--- src/shared/cecr_pkg.sv ---
// Purpose: Constants, register layouts and state types of the receiver core
// Assumes: 10 MHz mclk, sample tick derived at 32.768 kHz
// Notes:   Times are kept in sample-tick units, the filter works on raw taps
package cecr_pkg;

    localparam int MCLK_HZ = 10_000_000;
    localparam int FS_HZ   = 32768;
    localparam int FS_DIV  = MCLK_HZ / FS_HZ;
    localparam int DIVW    = 9;
    localparam int TW      = 10;
    localparam int NFLG    = 7;
    localparam int BLK_W   = 10;
    localparam int LA_W    = 4;
    localparam int AMAP_W  = 16;

    localparam int ACK_LOW_US = 1526;
    localparam int ERR_LOW_US = 3630;

    localparam logic [TW-1:0] CYC_MIN_FS  = 10'h043;
    localparam logic [TW-1:0] CYC_MAX_FS  = 10'h05A;
    localparam logic [TW-1:0] DECIDE_FS   = 10'h022;
    localparam logic [TW-1:0] ACK_LOW_FS  =
        TW'(ACK_LOW_US * FS_HZ / 1_000_000);
    localparam logic [TW-1:0] ERR_LOW_FS  =
        TW'(ERR_LOW_US * FS_HZ / 1_000_000);

    localparam logic [3:0] REG_ADDR_MAP = 4'h0;
    localparam logic [3:0] REG_CTRL1    = 4'h1;
    localparam logic [3:0] REG_CTRL2    = 4'h2;
    localparam logic [3:0] REG_CTRL3    = 4'h3;
    localparam logic [3:0] REG_STATUS   = 4'h4;
    localparam logic [3:0] REG_BUF      = 4'h5;
    localparam logic [3:0] REG_ENABLE   = 4'h6;

    localparam int FLG_DONE   = 0;
    localparam int FLG_START  = 1;
    localparam int FLG_LONG   = 2;
    localparam int FLG_SHORT  = 3;
    localparam int FLG_ACKCOL = 4;
    localparam int FLG_OVR    = 5;
    localparam int FLG_SHAPE  = 6;

    localparam logic [3:0]  IDX_LAST_DATA = 4'h7;
    localparam logic [3:0]  IDX_ACK       = 4'h9;
    localparam logic [LA_W-1:0] BROADCAST = 4'hF;
    localparam logic [31:0] CTRL1_RST     = 32'h0000_0000;
    localparam logic [31:0] CTRL2_RST     = 32'h9A8D_8073;
    localparam logic [31:0] CTRL3_RST     = 32'h382B_1A0D;

    typedef struct packed {
        logic [10:0] rsvd;
        logic        shape_check_enable;
        logic [2:0]  suspend_timeout_len;
        logic        error_suspend_enable;
        logic        other_addr;
        logic        ack_disable;
        logic [2:0]  bit_decide_point;
        logic [2:0]  max_adj;
        logic [2:0]  min_adj;
        logic [2:0]  lnc;
        logic [1:0]  hnc;
    } cecr_ctrl1_s;

    typedef struct packed {
        logic [7:0] start_cycle_max;
        logic [7:0] start_cycle_min;
        logic [7:0] start_rise_latest;
        logic [7:0] start_rise_earliest;
    } cecr_ctrl2_s;

    typedef struct packed {
        logic [7:0] shape_window_three;
        logic [7:0] shape_window_two;
        logic [7:0] shape_window_one;
        logic [7:0] shape_window_zero;
    } cecr_ctrl3_s;

    typedef struct packed {
        logic [3:0]  addr;
        logic [31:0] wdata;
        logic        wr;
        logic        rd;
    } cecr_req_s;

    typedef enum logic [1:0] {ST_IDLE, ST_START, ST_BIT} cecr_state_e;

endpackage

--- src/verilog/cecr_core.sv ---
// Purpose: Receive side of a single-wire control bus, with register port
// Assumes: cec_in is synchronous to mclk; cec_oe high pulls the line low
// Notes:   Reading status clears it; reading the buffer frees it
`timescale 1ns/1ps
`default_nettype none

module cecr_core
    import cecr_pkg::*;
#(
    parameter int FS_DIV_P = FS_DIV
) (
    // Clock and reset
    input  wire logic            mclk,
    input  wire logic            rst,
    // Register port
    input  wire cecr_req_s       req,
    output var  logic [31:0]     rdata,
    // Bus line
    input  wire logic            cec_in,
    output var  logic            cec_oe,
    // Flags toward interrupt logic
    output var  logic [NFLG-1:0] rx_status_flags
);

    localparam logic [DIVW-1:0] DIV_LAST = DIVW'(FS_DIV_P - 1);

    typedef struct packed {
        logic [DIVW-1:0]   div;
        logic              tick;
        logic [2:0]        nf_cnt;
        logic              filt;
        cecr_state_e       st;
        logic [TW-1:0]     t;
        logic              rose;
        logic [3:0]        idx;
        logic [BLK_W-1:0]  shift;
        logic              hdr;
        logic              match;
        logic [NFLG-1:0]   pend;
        logic [TW-1:0]     drv_cnt;
        logic              line_oe;
        logic [BLK_W-1:0]  rx_block_buffer;
        logic              buf_full;
        logic [NFLG-1:0]   status;
        logic [AMAP_W-1:0] addr_map;
        cecr_ctrl1_s       rx_control_one;
        cecr_ctrl2_s       rx_control_two;
        cecr_ctrl3_s       rx_control_three;
        logic              enable;
        logic [31:0]       rdata;
    } cecr_reg_s;

    cecr_reg_s s;
    cecr_reg_s n;
    logic      fall;
    logic      rise;

    always_comb begin
        logic [TW-1:0]     tn;
        logic [TW-1:0]     min_lim;
        logic [TW-1:0]     max_lim;
        logic [TW-1:0]     dec_pt;
        logic [TW-1:0]     tout;
        logic [NFLG-1:0]   setf;
        logic [NFLG-1:0]   errf;
        logic [LA_W-1:0]   dest;
        logic              complete;
        logic              want;
        logic              hard;
        cecr_ctrl1_s       c1;
        cecr_ctrl2_s       c2;
        cecr_ctrl3_s       c3;
        tn       = '0;
        min_lim  = '0;
        max_lim  = '0;
        dec_pt   = '0;
        tout     = '0;
        setf     = '0;
        errf     = '0;
        dest     = '0;
        complete = 1'b0;
        want     = 1'b0;
        hard     = 1'b0;
        fall     = 1'b0;
        rise     = 1'b0;
        c1       = s.rx_control_one;
        c2       = s.rx_control_two;
        c3       = s.rx_control_three;
        n        = s;
        n.rdata  = '0;
        // Sample tick divider
        n.tick = (s.div == DIV_LAST);
        n.div  = n.tick ? '0 : s.div + 1'b1;

        if (req.wr) begin
            case (req.addr)
                REG_ADDR_MAP: n.addr_map = req.wdata[AMAP_W-1:0];
                REG_CTRL1:    n.rx_control_one = req.wdata;
                REG_CTRL2:    n.rx_control_two = req.wdata;
                REG_CTRL3:    n.rx_control_three = req.wdata;
                REG_ENABLE:   n.enable = req.wdata[0];
                default:      ; // Status and buffer ignore writes
            endcase
        end
        if (req.rd) begin
            case (req.addr)
                REG_ADDR_MAP: n.rdata = 32'(s.addr_map);
                REG_CTRL1:    n.rdata = s.rx_control_one;
                REG_CTRL2:    n.rdata = s.rx_control_two;
                REG_CTRL3:    n.rdata = s.rx_control_three;
                REG_STATUS: begin
                    n.rdata  = 32'(s.status);
                    n.status = '0;
                end
                REG_BUF: begin
                    n.rdata    = 32'(s.rx_block_buffer);
                    n.buf_full = 1'b0;
                end
                REG_ENABLE:   n.rdata = 32'(s.enable);
                default:      n.rdata = '0;
            endcase
        end

        // Noise filter: flip after code plus one equal samples
        if (s.tick) begin
            if (cec_in == s.filt) begin
                n.nf_cnt = '0;
            end else if (s.nf_cnt == (s.filt ? c1.lnc
                                             : {1'b0, c1.hnc})) begin
                n.filt   = cec_in;
                n.nf_cnt = '0;
                fall     = s.filt;
                rise     = !s.filt;
            end else begin
                n.nf_cnt = s.nf_cnt + 1'b1;
            end
            if (s.drv_cnt != '0) begin
                n.drv_cnt = s.drv_cnt - 1'b1;
            end
        end

        tn      = (s.t == '1) ? s.t : s.t + 1'b1;
        min_lim = CYC_MIN_FS + TW'($signed(c1.min_adj));
        max_lim = CYC_MAX_FS + TW'($signed(c1.max_adj));
        dec_pt  = DECIDE_FS + TW'($signed({c1.bit_decide_point, 1'b0}));
        tout    = TW'((32'(c1.suspend_timeout_len) + 1) * 32'(CYC_MAX_FS));

        if (s.tick && s.enable) begin
            case (s.st)
                ST_IDLE: begin
                    if (fall) begin
                        n.st   = ST_START;
                        n.t    = '0;
                        n.rose = 1'b0;
                    end
                end
                ST_START: begin
                    n.t = tn;
                    if (rise) begin
                        if (tn < TW'(c2.start_rise_earliest) ||
                            tn > TW'(c2.start_rise_latest)) begin
                            n.st = ST_IDLE;
                        end else begin
                            n.rose = 1'b1;
                        end
                    end
                    if (fall) begin
                        n.t    = '0;
                        n.rose = 1'b0;
                        if (s.rose && tn >= TW'(c2.start_cycle_min) &&
                            tn <= TW'(c2.start_cycle_max)) begin
                            setf[FLG_START] = 1'b1;
                            n.st    = ST_BIT;
                            n.idx   = '0;
                            n.hdr   = 1'b1;
                            n.match = 1'b0;
                            n.shift = '0;
                        end
                    end else if (tn > TW'(c2.start_cycle_max) ||
                                 (!s.rose && tn > TW'(c2.start_rise_latest)))
                    begin
                        n.st = ST_IDLE;
                    end
                end
                ST_BIT: begin
                    n.t = tn;
                    if (rise) begin
                        n.rose = 1'b1;
                        if (c1.shape_check_enable &&
                            (tn < TW'(c3.shape_window_zero) ||
                             (tn > TW'(c3.shape_window_one) &&
                              tn < TW'(c3.shape_window_two)))) begin
                            errf[FLG_SHAPE] = 1'b1;
                        end
                    end else if (!s.rose && c1.shape_check_enable &&
                                 tn == TW'(c3.shape_window_three)) begin
                        errf[FLG_SHAPE] = 1'b1;
                    end
                    if (tn == dec_pt) begin
                        // Ack bit is shifted in as seen
                        n.shift = {s.shift[BLK_W-2:0], s.filt};
                        if (s.idx == IDX_ACK) begin
                            complete = 1'b1;
                            if (s.buf_full) begin
                                errf[FLG_OVR] = 1'b1;
                            end else begin
                                n.rx_block_buffer = n.shift;
                                n.buf_full        = 1'b1;
                            end
                            n.idx = '0;
                            n.hdr = 1'b0;
                        end else begin
                            n.idx = s.idx + 1'b1;
                            if (s.hdr && s.idx == IDX_LAST_DATA) begin
                                dest    = n.shift[LA_W-1:0];
                                n.match = s.addr_map[dest];
                                if (!n.match && dest != BROADCAST &&
                                    !c1.other_addr) begin
                                    n.st = ST_IDLE;
                                end
                            end
                        end
                    end
                    if (fall) begin
                        if (tn < min_lim) begin
                            errf[FLG_SHORT] = 1'b1;
                        end else begin
                            n.t    = '0;
                            n.rose = 1'b0;
                            if (s.idx == IDX_ACK) begin
                                // No match, incl. other-address: no ack; pending errors invert this
                                want = s.match && (s.hdr || !c1.ack_disable);
                                if (s.pend != '0) begin
                                    want = !want;
                                end
                                if (want) begin
                                    n.drv_cnt = ACK_LOW_FS;
                                end
                            end
                        end
                    end else if (tn == max_lim) begin
                        errf[FLG_LONG] = 1'b1;
                    end
                end
                default: n.st = ST_IDLE;
            endcase

            if (errf != '0) begin
                hard = errf[FLG_SHORT] || !c1.error_suspend_enable ||
                       (errf[FLG_LONG] && !s.filt);
                if (hard) begin
                    setf   = setf | errf | s.pend;
                    n.pend = '0;
                    n.st   = ST_IDLE;
                    if (errf[FLG_SHORT]) begin
                        n.drv_cnt = ERR_LOW_FS;
                    end
                    if (errf[FLG_LONG] && !s.filt) begin
                        // Low line past the limit is a new start
                        n.st   = ST_START;
                        n.t    = tn;
                        n.rose = 1'b0;
                    end
                end else begin
                    n.pend = s.pend | errf;
                end
            end
            if (complete && !hard) begin
                setf[FLG_DONE] = 1'b1;
                setf = setf | n.pend;
                if (n.shift[1]) begin
                    n.st   = ST_IDLE;
                    n.pend = '0;
                end
            end
            if (s.st == ST_BIT && n.st == ST_BIT && n.pend != '0 &&
                !fall && tn >= tout) begin
                setf   = setf | n.pend;
                n.pend = '0;
                n.st   = ST_IDLE;
            end
        end
        if (!s.enable) begin
            n.st      = ST_IDLE;
            n.pend    = '0;
            n.drv_cnt = '0;
        end
        n.status  = n.status | setf; // Set wins over read clear
        n.line_oe = (n.drv_cnt != '0);
    end

    always_ff @(posedge mclk) begin
        if (rst) begin
            s                  <= '0;
            s.filt             <= 1'b1;
            s.rx_control_one   <= CTRL1_RST;
            s.rx_control_two   <= CTRL2_RST;
            s.rx_control_three <= CTRL3_RST;
        end else begin
            s <= n;
        end
    end

    assign rdata           = s.rdata;
    assign cec_oe          = s.line_oe;
    assign rx_status_flags = s.status;

    // Cycles between the cycle after a tick and the next tick
    localparam int TICK_WAIT = FS_DIV_P - 1;

    chk_tick_period: assert property (@(posedge mclk) disable iff (rst)
        s.tick |-> ##1 !s.tick ##[TICK_WAIT:TICK_WAIT] s.tick)
        else $error("sample tick spacing wrong");

    chk_start_flag: assert property (@(posedge mclk) disable iff (rst)
        (s.st == ST_START && n.st == ST_BIT) |=> s.status[FLG_START])
        else $error("start flag not set on valid start");

    chk_done_store: assert property (@(posedge mclk) disable iff (rst)
        $rose(s.status[FLG_DONE]) && !$past(s.status[FLG_OVR]) &&
        !s.status[FLG_OVR] |-> s.buf_full)
        else $error("done flag without stored block");

    chk_filter_low: assert property (@(posedge mclk) disable iff (rst)
        $fell(s.filt) |-> $past(s.nf_cnt) == $past(s.rx_control_one.lnc))
        else $error("low filter count mismatch");

    chk_drive_len: assert property (@(posedge mclk) disable iff (rst)
        $rose(s.line_oe) |-> (s.drv_cnt == ACK_LOW_FS ||
                              s.drv_cnt == ERR_LOW_FS))
        else $error("line drive length wrong");

    chk_short_drive: assert property (@(posedge mclk) disable iff (rst)
        $rose(s.status[FLG_SHORT]) && !$past(req.rd) |->
        s.drv_cnt == ERR_LOW_FS)
        else $error("short cycle error without low drive");

    chk_status_ro: assert property (@(posedge mclk) disable iff (rst)
        (req.wr && !req.rd) |=> ($past(s.status) & ~s.status) == '0)
        else $error("write altered status");

    chk_stop_drive: assert property (@(posedge mclk) disable iff (rst)
        !s.enable |=> !s.line_oe && s.st == ST_IDLE)
        else $error("disabled receiver still active");

    chk_suspend_hold: assert property (@(posedge mclk) disable iff (rst)
        (s.st == ST_BIT && n.st == ST_BIT && n.pend[FLG_SHAPE] &&
         !s.pend[FLG_SHAPE]) |=> !$rose(s.status[FLG_SHAPE]))
        else $error("suspended error flagged at once");

    cov_start: cover property (@(posedge mclk) disable iff (rst)
        $rose(s.status[FLG_START]));
    cov_done: cover property (@(posedge mclk) disable iff (rst)
        $rose(s.status[FLG_DONE]));
    cov_ack: cover property (@(posedge mclk) disable iff (rst)
        $rose(s.line_oe) && s.drv_cnt == ACK_LOW_FS);
    cov_short: cover property (@(posedge mclk) disable iff (rst)
        $rose(s.status[FLG_SHORT]));

endmodule

`default_nettype wire

--- config.mk ---
export PLATFORM = sky130hd
export DESIGN_NAME = cecr_core
export DESIGN_NICKNAME = d
export VERILOG_FILES = /design/src/shared/cecr_pkg.sv /design/src/verilog/cecr_core.sv
export SDC_FILE = /design/constraint.sdc
export NUM_CORES = 1
export LEC_CHECK = 0
export BUFFER_PORTS_ARGS = -buffer_cell sky130_fd_sc_hd__buf_2
export CORE_ASPECT_RATIO = 1.1
export CORE_UTILIZATION = 61
export DETAILED_ROUTE_END_ITERATION = 7
export GPL_TIMING_DRIVEN = 0
export MAX_ROUTING_LAYER = met4
export PLACE_DENSITY_LB_ADDON = 0.15
export SLEW_MARGIN = 20
export SYNTH_ARGS = -nofsm -noshare
export SYNTH_HDL_FRONTEND = slang
export SYNTH_SLANG_ARGS = --single-unit
--- constraint.sdc ---
create_clock -name mclk -period 8.6 [get_ports mclk]
set_input_delay 1.72 -clock mclk [delete_from_list [all_inputs] [get_ports mclk]]
set_output_delay 1.72 -clock mclk [all_outputs]
set_load 0.03 [all_outputs]
# Word-level counts from Yosys, hierarchy flattened

Cells that the tools add are included.

Register bits: 223
Bits of input ports: 41

$mul: 1
Bitwise logic cells: 10
Magnitude comparators: 11
Equality and inequality tests: 26
Add/subtract/negate cells: 9
Multiplexer cells: 113
Reduce and logical (&&, ||, !) cells: 53

Operators with widths:

| operator                                      | number |
|---|---|
| case mux 32 bit (7 select lines)              | 1 |
| two-way mux 10 bit                            | 12 |
| two-way mux 7 bit                             | 13 |
| two-way mux 27 bit                            | 2 |
| two-way mux 13 bit                            | 4 |
| two-way mux 16 bit                            | 3 |
| two-way mux 1 bit                             | 46 |
| two-way mux 2 bit                             | 18 |
| OR 7 bit                                      | 5 |
| two-way mux 17 bit                            | 2 |
| case mux 11 bit (3 select lines)              | 1 |
| case mux 16 bit (2 select lines)              | 1 |
| greater-than comparator 10 x 8 -> 1 bit       | 3 |
| less-than comparator 10 x 8 -> 1 bit          | 3 |
| two-way mux 11 bit                            | 2 |
| == test 10 bit                                | 2 |
| nonzero test 10 bit                           | 2 |
| adder 8 x 3 -> 9 bit, first input constant    | 2 |
| logical AND 1 bit                             | 18 |
| inequality test 3 bit, second input constant  | 6 |
| == test 4 x 3 -> 1 bit, second input constant | 4 |
| nonzero test 7 bit                            | 2 |
| two-way mux 12 bit                            | 1 |
| adder 10 x 1 -> 10 bit, second input constant | 1 |
| other kinds (42)                              | 69 |

# Logic depth before layout (Yosys ltp)

Depth after elaboration: 29
Gate-level depth with buffers: 19
Gate-level depth less buffers: 19

# Least setup slack after synthesis

Ideal clock, no wire load.

Kind: flip-flop to flip-flop
Start: register s[198] (netlist name)
End: register s (netlist bit rx_status_flags[4])
Buffers on the path: 2
Data arrival time: 3.928 ns
Slack: 4.554 ns
Period minus slack after synthesis: 4.046 ns
Data required time: 8.483 ns
Stages on the path, launching flop included: 18
Cells stage by stage: dfxtp_1 -> ha_1 -> buf_6 -> and3_1 -> buf_6 -> and4_1 -> nor2_1 -> ha_1 -> a21oi_1 -> o21ai_0 -> a221oi_1 -> a211oi_1 -> a2111o_1 -> a311o_1 -> or3_1 -> nand4b_4 -> nand3b_4 -> a32o_1

Word-level cells in the longest chain between the ends: 25

RTL lines:

| what                                                                                                   | RTL line                           | RTL |
|---|---|---|
| from (decl)                                                                                            | cecr_core.sv:53                    | `cecr_reg_s s;` |
| from (signal assigned)                                                                                 | cecr_core.sv:300                   | `s <= n;` |
| adder 10 x 1 -> 10 bit / == test 10 bit (equally long branches)                                        | cecr_core.sv:142                   | `tn = (s.t == '1) ? s.t : s.t + 1'b1;` |
| two-way mux 10 bit *                                                                                   | cecr_core.sv:142                   |  |
| greater-than comparator 10 x 8 -> 1 bit / less-than comparator 10 x 8 -> 1 bit (equally long branches) | cecr_core.sv:191, cecr_core.sv:192 |  |
| logical AND 1 bit                                                                                      | cecr_core.sv:191                   | `(tn > TW'(c3.shape_window_one) &&` |
| logical OR 1 bit                                                                                       | cecr_core.sv:190                   | `(tn < TW'(c3.shape_window_zero) \|\|` |
| logical AND 1 bit                                                                                      | cecr_core.sv:189                   | `if (c1.shape_check_enable &&` |
| two-way mux 1 bit                                                                                      | cecr_core.sv:189                   |  |
| two-way mux 1 bit                                                                                      | cecr_core.sv:187                   | `if (rise) begin` |
| (+7 left out)                                                                                          | -                                  |  |
| two-way mux 2 bit                                                                                      | cecr_core.sv:268                   | `if (complete && !hard) begin` |
| two-way mux 2 bit                                                                                      | cecr_core.sv:148                   | `if (s.tick && s.enable) begin` |
| == test 2 bit                                                                                          | cecr_core.sv:276                   | `if (s.st == ST_BIT && n.st == ST_BIT && n.pend != '0 &&` |
| logical AND 1 bit (3 in series)                                                                        | cecr_core.sv:276                   |  |
| logical AND 1 bit                                                                                      | cecr_core.sv:277                   | `!fall && tn >= tout) begin` |
| two-way mux 7 bit *                                                                                    | cecr_core.sv:276                   |  |
| two-way mux 7 bit *                                                                                    | cecr_core.sv:148                   |  |
| OR 7 bit *                                                                                             | cecr_core.sv:288                   | `n.status = n.status \| setf;` |

Mark *: on every way between the ends. The rest lies on a longest branch, timed or not. The select of a mux whose other input is x is not followed.
A chain may end at the register's enable or synchronous reset.

# Final worst setup path

Start: register s[198] (netlist name)
End: register s[186] (netlist name)

Word-level cells in the longest chain between the ends: 7

RTL lines:

| what                                                            | RTL line         | RTL |
|---|---|---|
| adder 10 x 1 -> 10 bit / == test 10 bit (equally long branches) | cecr_core.sv:142 |  |
| two-way mux 10 bit *                                            | cecr_core.sv:142 |  |
| greater-or-equal comparator 10 x 8 -> 1 bit                     | cecr_core.sv:170 | `if (s.rose && tn >= TW'(c2.start_cycle_min) &&` |
| logical AND 1 bit (2 in series)                                 | cecr_core.sv:170 |  |
| inequality test 3 bit (no source line)                          | -                |  |
| AND reduction 5 bit (no source line) *                          | -                |  |

Mark *: on every way between the ends. The rest lies on a longest branch, timed or not.

==> flow_summary.toml <==
[status]
outcome = "finished clean"

[synthesis]
yosysWarnings = 0
yosysTopAreaCellShare_pct = 34.8
synth_cell_types = 85
ys.flop_type = "dfxtp_1"
synth-edff-count = 0
ys_top_cells_by_area = "dfxtp_1, ha_1, nand2_1"
synth_seq_cells = 223
yosysTopAreaCell = "dfxtp_1"
yosysSeqAreaShare_pct = 34.8
async_flop_share_pct = 0
syn_area_mm2 = 0.0128
syn_inst = 1610
avgSynthCellArea_um2 = 7.96
syn_nets = 1752

[routing]
post_drt_wl_per_cell_um = 20.8
drtAntennaViolNets = 0
vias = 12500
routed_wl_mm = 41.4
drt_iter0_markers = 1360
viasPerCell = 6.31
drcViolationCount = 0
drtPass1Iterations = 5

[clock_tree]
cts_resized = 0
cts_tree = "yes"
cts_buffers = 24
cts_hold_buf = 0
clkSlewWorstSetupHoldPaths_ns = 0.06
clockBufferDepth = 3
cts.sinks = 223
insertion_delay_ns = 0.53
cts_htree_levels = 1
post_cts_buffers = 0
cts_root_buffer = "clkbuf_16"

[floorplan]
core_mm2 = 0.0206
ioPinCount = 81
die_w_um = 140
rows = 55
die_h_um = 154
start_util_pct = 62.3
die-area_mm2 = 0.0216

[pwr]
power.leakage_nw = 5.94
peakVddDrop_mv = 0.181
power_density_mw_per_mm2 = 153

[sta]
tns_ns = 0
slew-limit-headroom_pct = 20.1
max_freq_mhz = 196
rsz0062_at_grt = "no"
fin_skew_ns = 0.0125
period_needed_ns = 5.11
drv_slew = 0
hold_violations = 0
setup_violations = 0
fin_crit_sh_pct = 59.4
worstMarginPinSlew_ns = 1.20

[final_layout]
design_area_mm2 = 0.0143
antenna_cells = 0
final_cell_mix = "nand2_1, dfxtp_1, a21oi_1"
final_layout_size_suffix_gt1_share_pct = 12.4
fillerInstances = 1721
area.growth.synth_to_final_pct = 11.6
final_common_cell = "nand2_1"
multi_input_area_mm2 = 0.00737
fin_nets = 1855
layout.area.seq_mm2 = 0.00446

[critical_path]
crit_path_start = "s[198]"
r2r-start = "s[198]"
critPathSlowestCell = "nand2_1"
crit_path_start_kind = "flip-flop"
cp_slowest_stage_delay_ns = 0.53
r2r_setup_slack_ns = 3.49
r2r_cells = 17
timing.rr.end = "s[186]"
required_ns = 9.05
cp.arrival_ns = 5.57
crit_chain = "ha_1 -> buf_6 -> nand3_2 -> o31ai_1 -> nand2_1 -> ha_1 -> nor2b_1 -> o211ai_1 -> a211oi_1 -> nor3b_2 -> and3_1 -> o221ai_2 -> or2_1 -> buf_2 -> clkbuf_1 -> nand2_1 -> a21oi_1"
critical_path_class = "reg2reg"
worstSetupEndpoint = "s[186]"
crit_fanout = 11
end_kind = "flip-flop"

[grt]
grt_max_degree = 14
grt_overflow_total = 0
grt.total_usage_pct = 39.4
grt_pass1_vias = 11500
antenna_found_initial = 0
grt_pass1_wl_mm = 63.6

[place]
io_buffers = 77
hpwl_mm = 30.7
place_congestion = 1.01
place_area_mm2 = 0.0135

[hold_path]
hold_path_class = "reg2reg"

[run]
drv_cap = 0
## logic make-up after synthesis
group           Yosys count  share of synthesized area, %
buf+inv                 214                          7.80
mux                      27                          2.66
fa+ha+maj               101                          9.92
compound gates          391                          19.3
flops                   223                          34.8
simple gates            619                          23.0
xor+xnor                 35                          2.56
## sequential cells by signal, summed over array words and instances (netlist names)
signal	cells
cec_oe	1
rdata	32
rx_status_flags	7
s	183
## per-stage QoR
stage	instances	utilization [%]	setup WS [ns]	hold slack [ns]	total power [mW]
floorplan	1610	-	4.55	0.423	1.13
global placement	1943	65.7	3.43	0.439	1.18
detailed placement	1943	65.8	3.66	0.447	1.18
CTS	1985	69.5	3.63	0.455	2.18
global route	1985	69.5	3.23	0.479	2.24
finish	1985	69.5	3.49	0.453	2.18
## layout make-up
cell class,instances,share of cell area (%)
clock buffer,34,4.81
tap,256,2.24
sequential,223,31.2
inverter,90,2.36
multi-input combinational,1173,51.5
buffer,124,4.63
timing repair buffer,77,2.69
clock inverter,8,0.569
## routing by layer
metal  vias to the layer above  part of all wire [%]  GRT usage, %
met2                       692                    46          63.1
met5                         -                     0             -
li1                       5815                     -             -
met3                       141                    10          5.57
met1                      5869                    39          48.9
met4                         0                   4.9          18.5
## power by group
part	internal, mW	switching, mW
registers	1.04	0.0105
logic	0.0351	0.0783
clock network	0.587	0.430
## worst max-delay path: cells and delay by family (launching register included)
kind	cells	cell delay, ns
AO/OA/AOI/OAI	5	1.45
adder cells (fa/ha/maj)	2	0.73
buffers and inverters	3	0.73
flip-flops	1	0.51
AND/OR/NAND/NOR	7	1.61
## Yosys cell counts (all sizes together), types with 10 or more instances
cell type  count
a31oi         24
nand3         37
xnor2         21
nor3          25
dfxtp        223
mux2          16
xor2          13
buf           54
clkbuf        70
o21ai         43
a22oi         61
and3          14
nand3b        34
nand4         22
a21oi        176
nor2          84
nor2b         13
inv           90
and2          10
nand2b        16
ha           100
nand2        325
a21o          17
## worst min path at each step
stage	from	end	depth (start not counted)
global placement	s[154]	s[154]	2
CTS	s[156]	s[156]	2
detailed placement	s[156]	s[156]	2
global route	s[154]	s[154]	2
floorplan	s[175]	s[175]	2
finish	s[156]	s[156]	2
(Power assumes the default switching activity.)
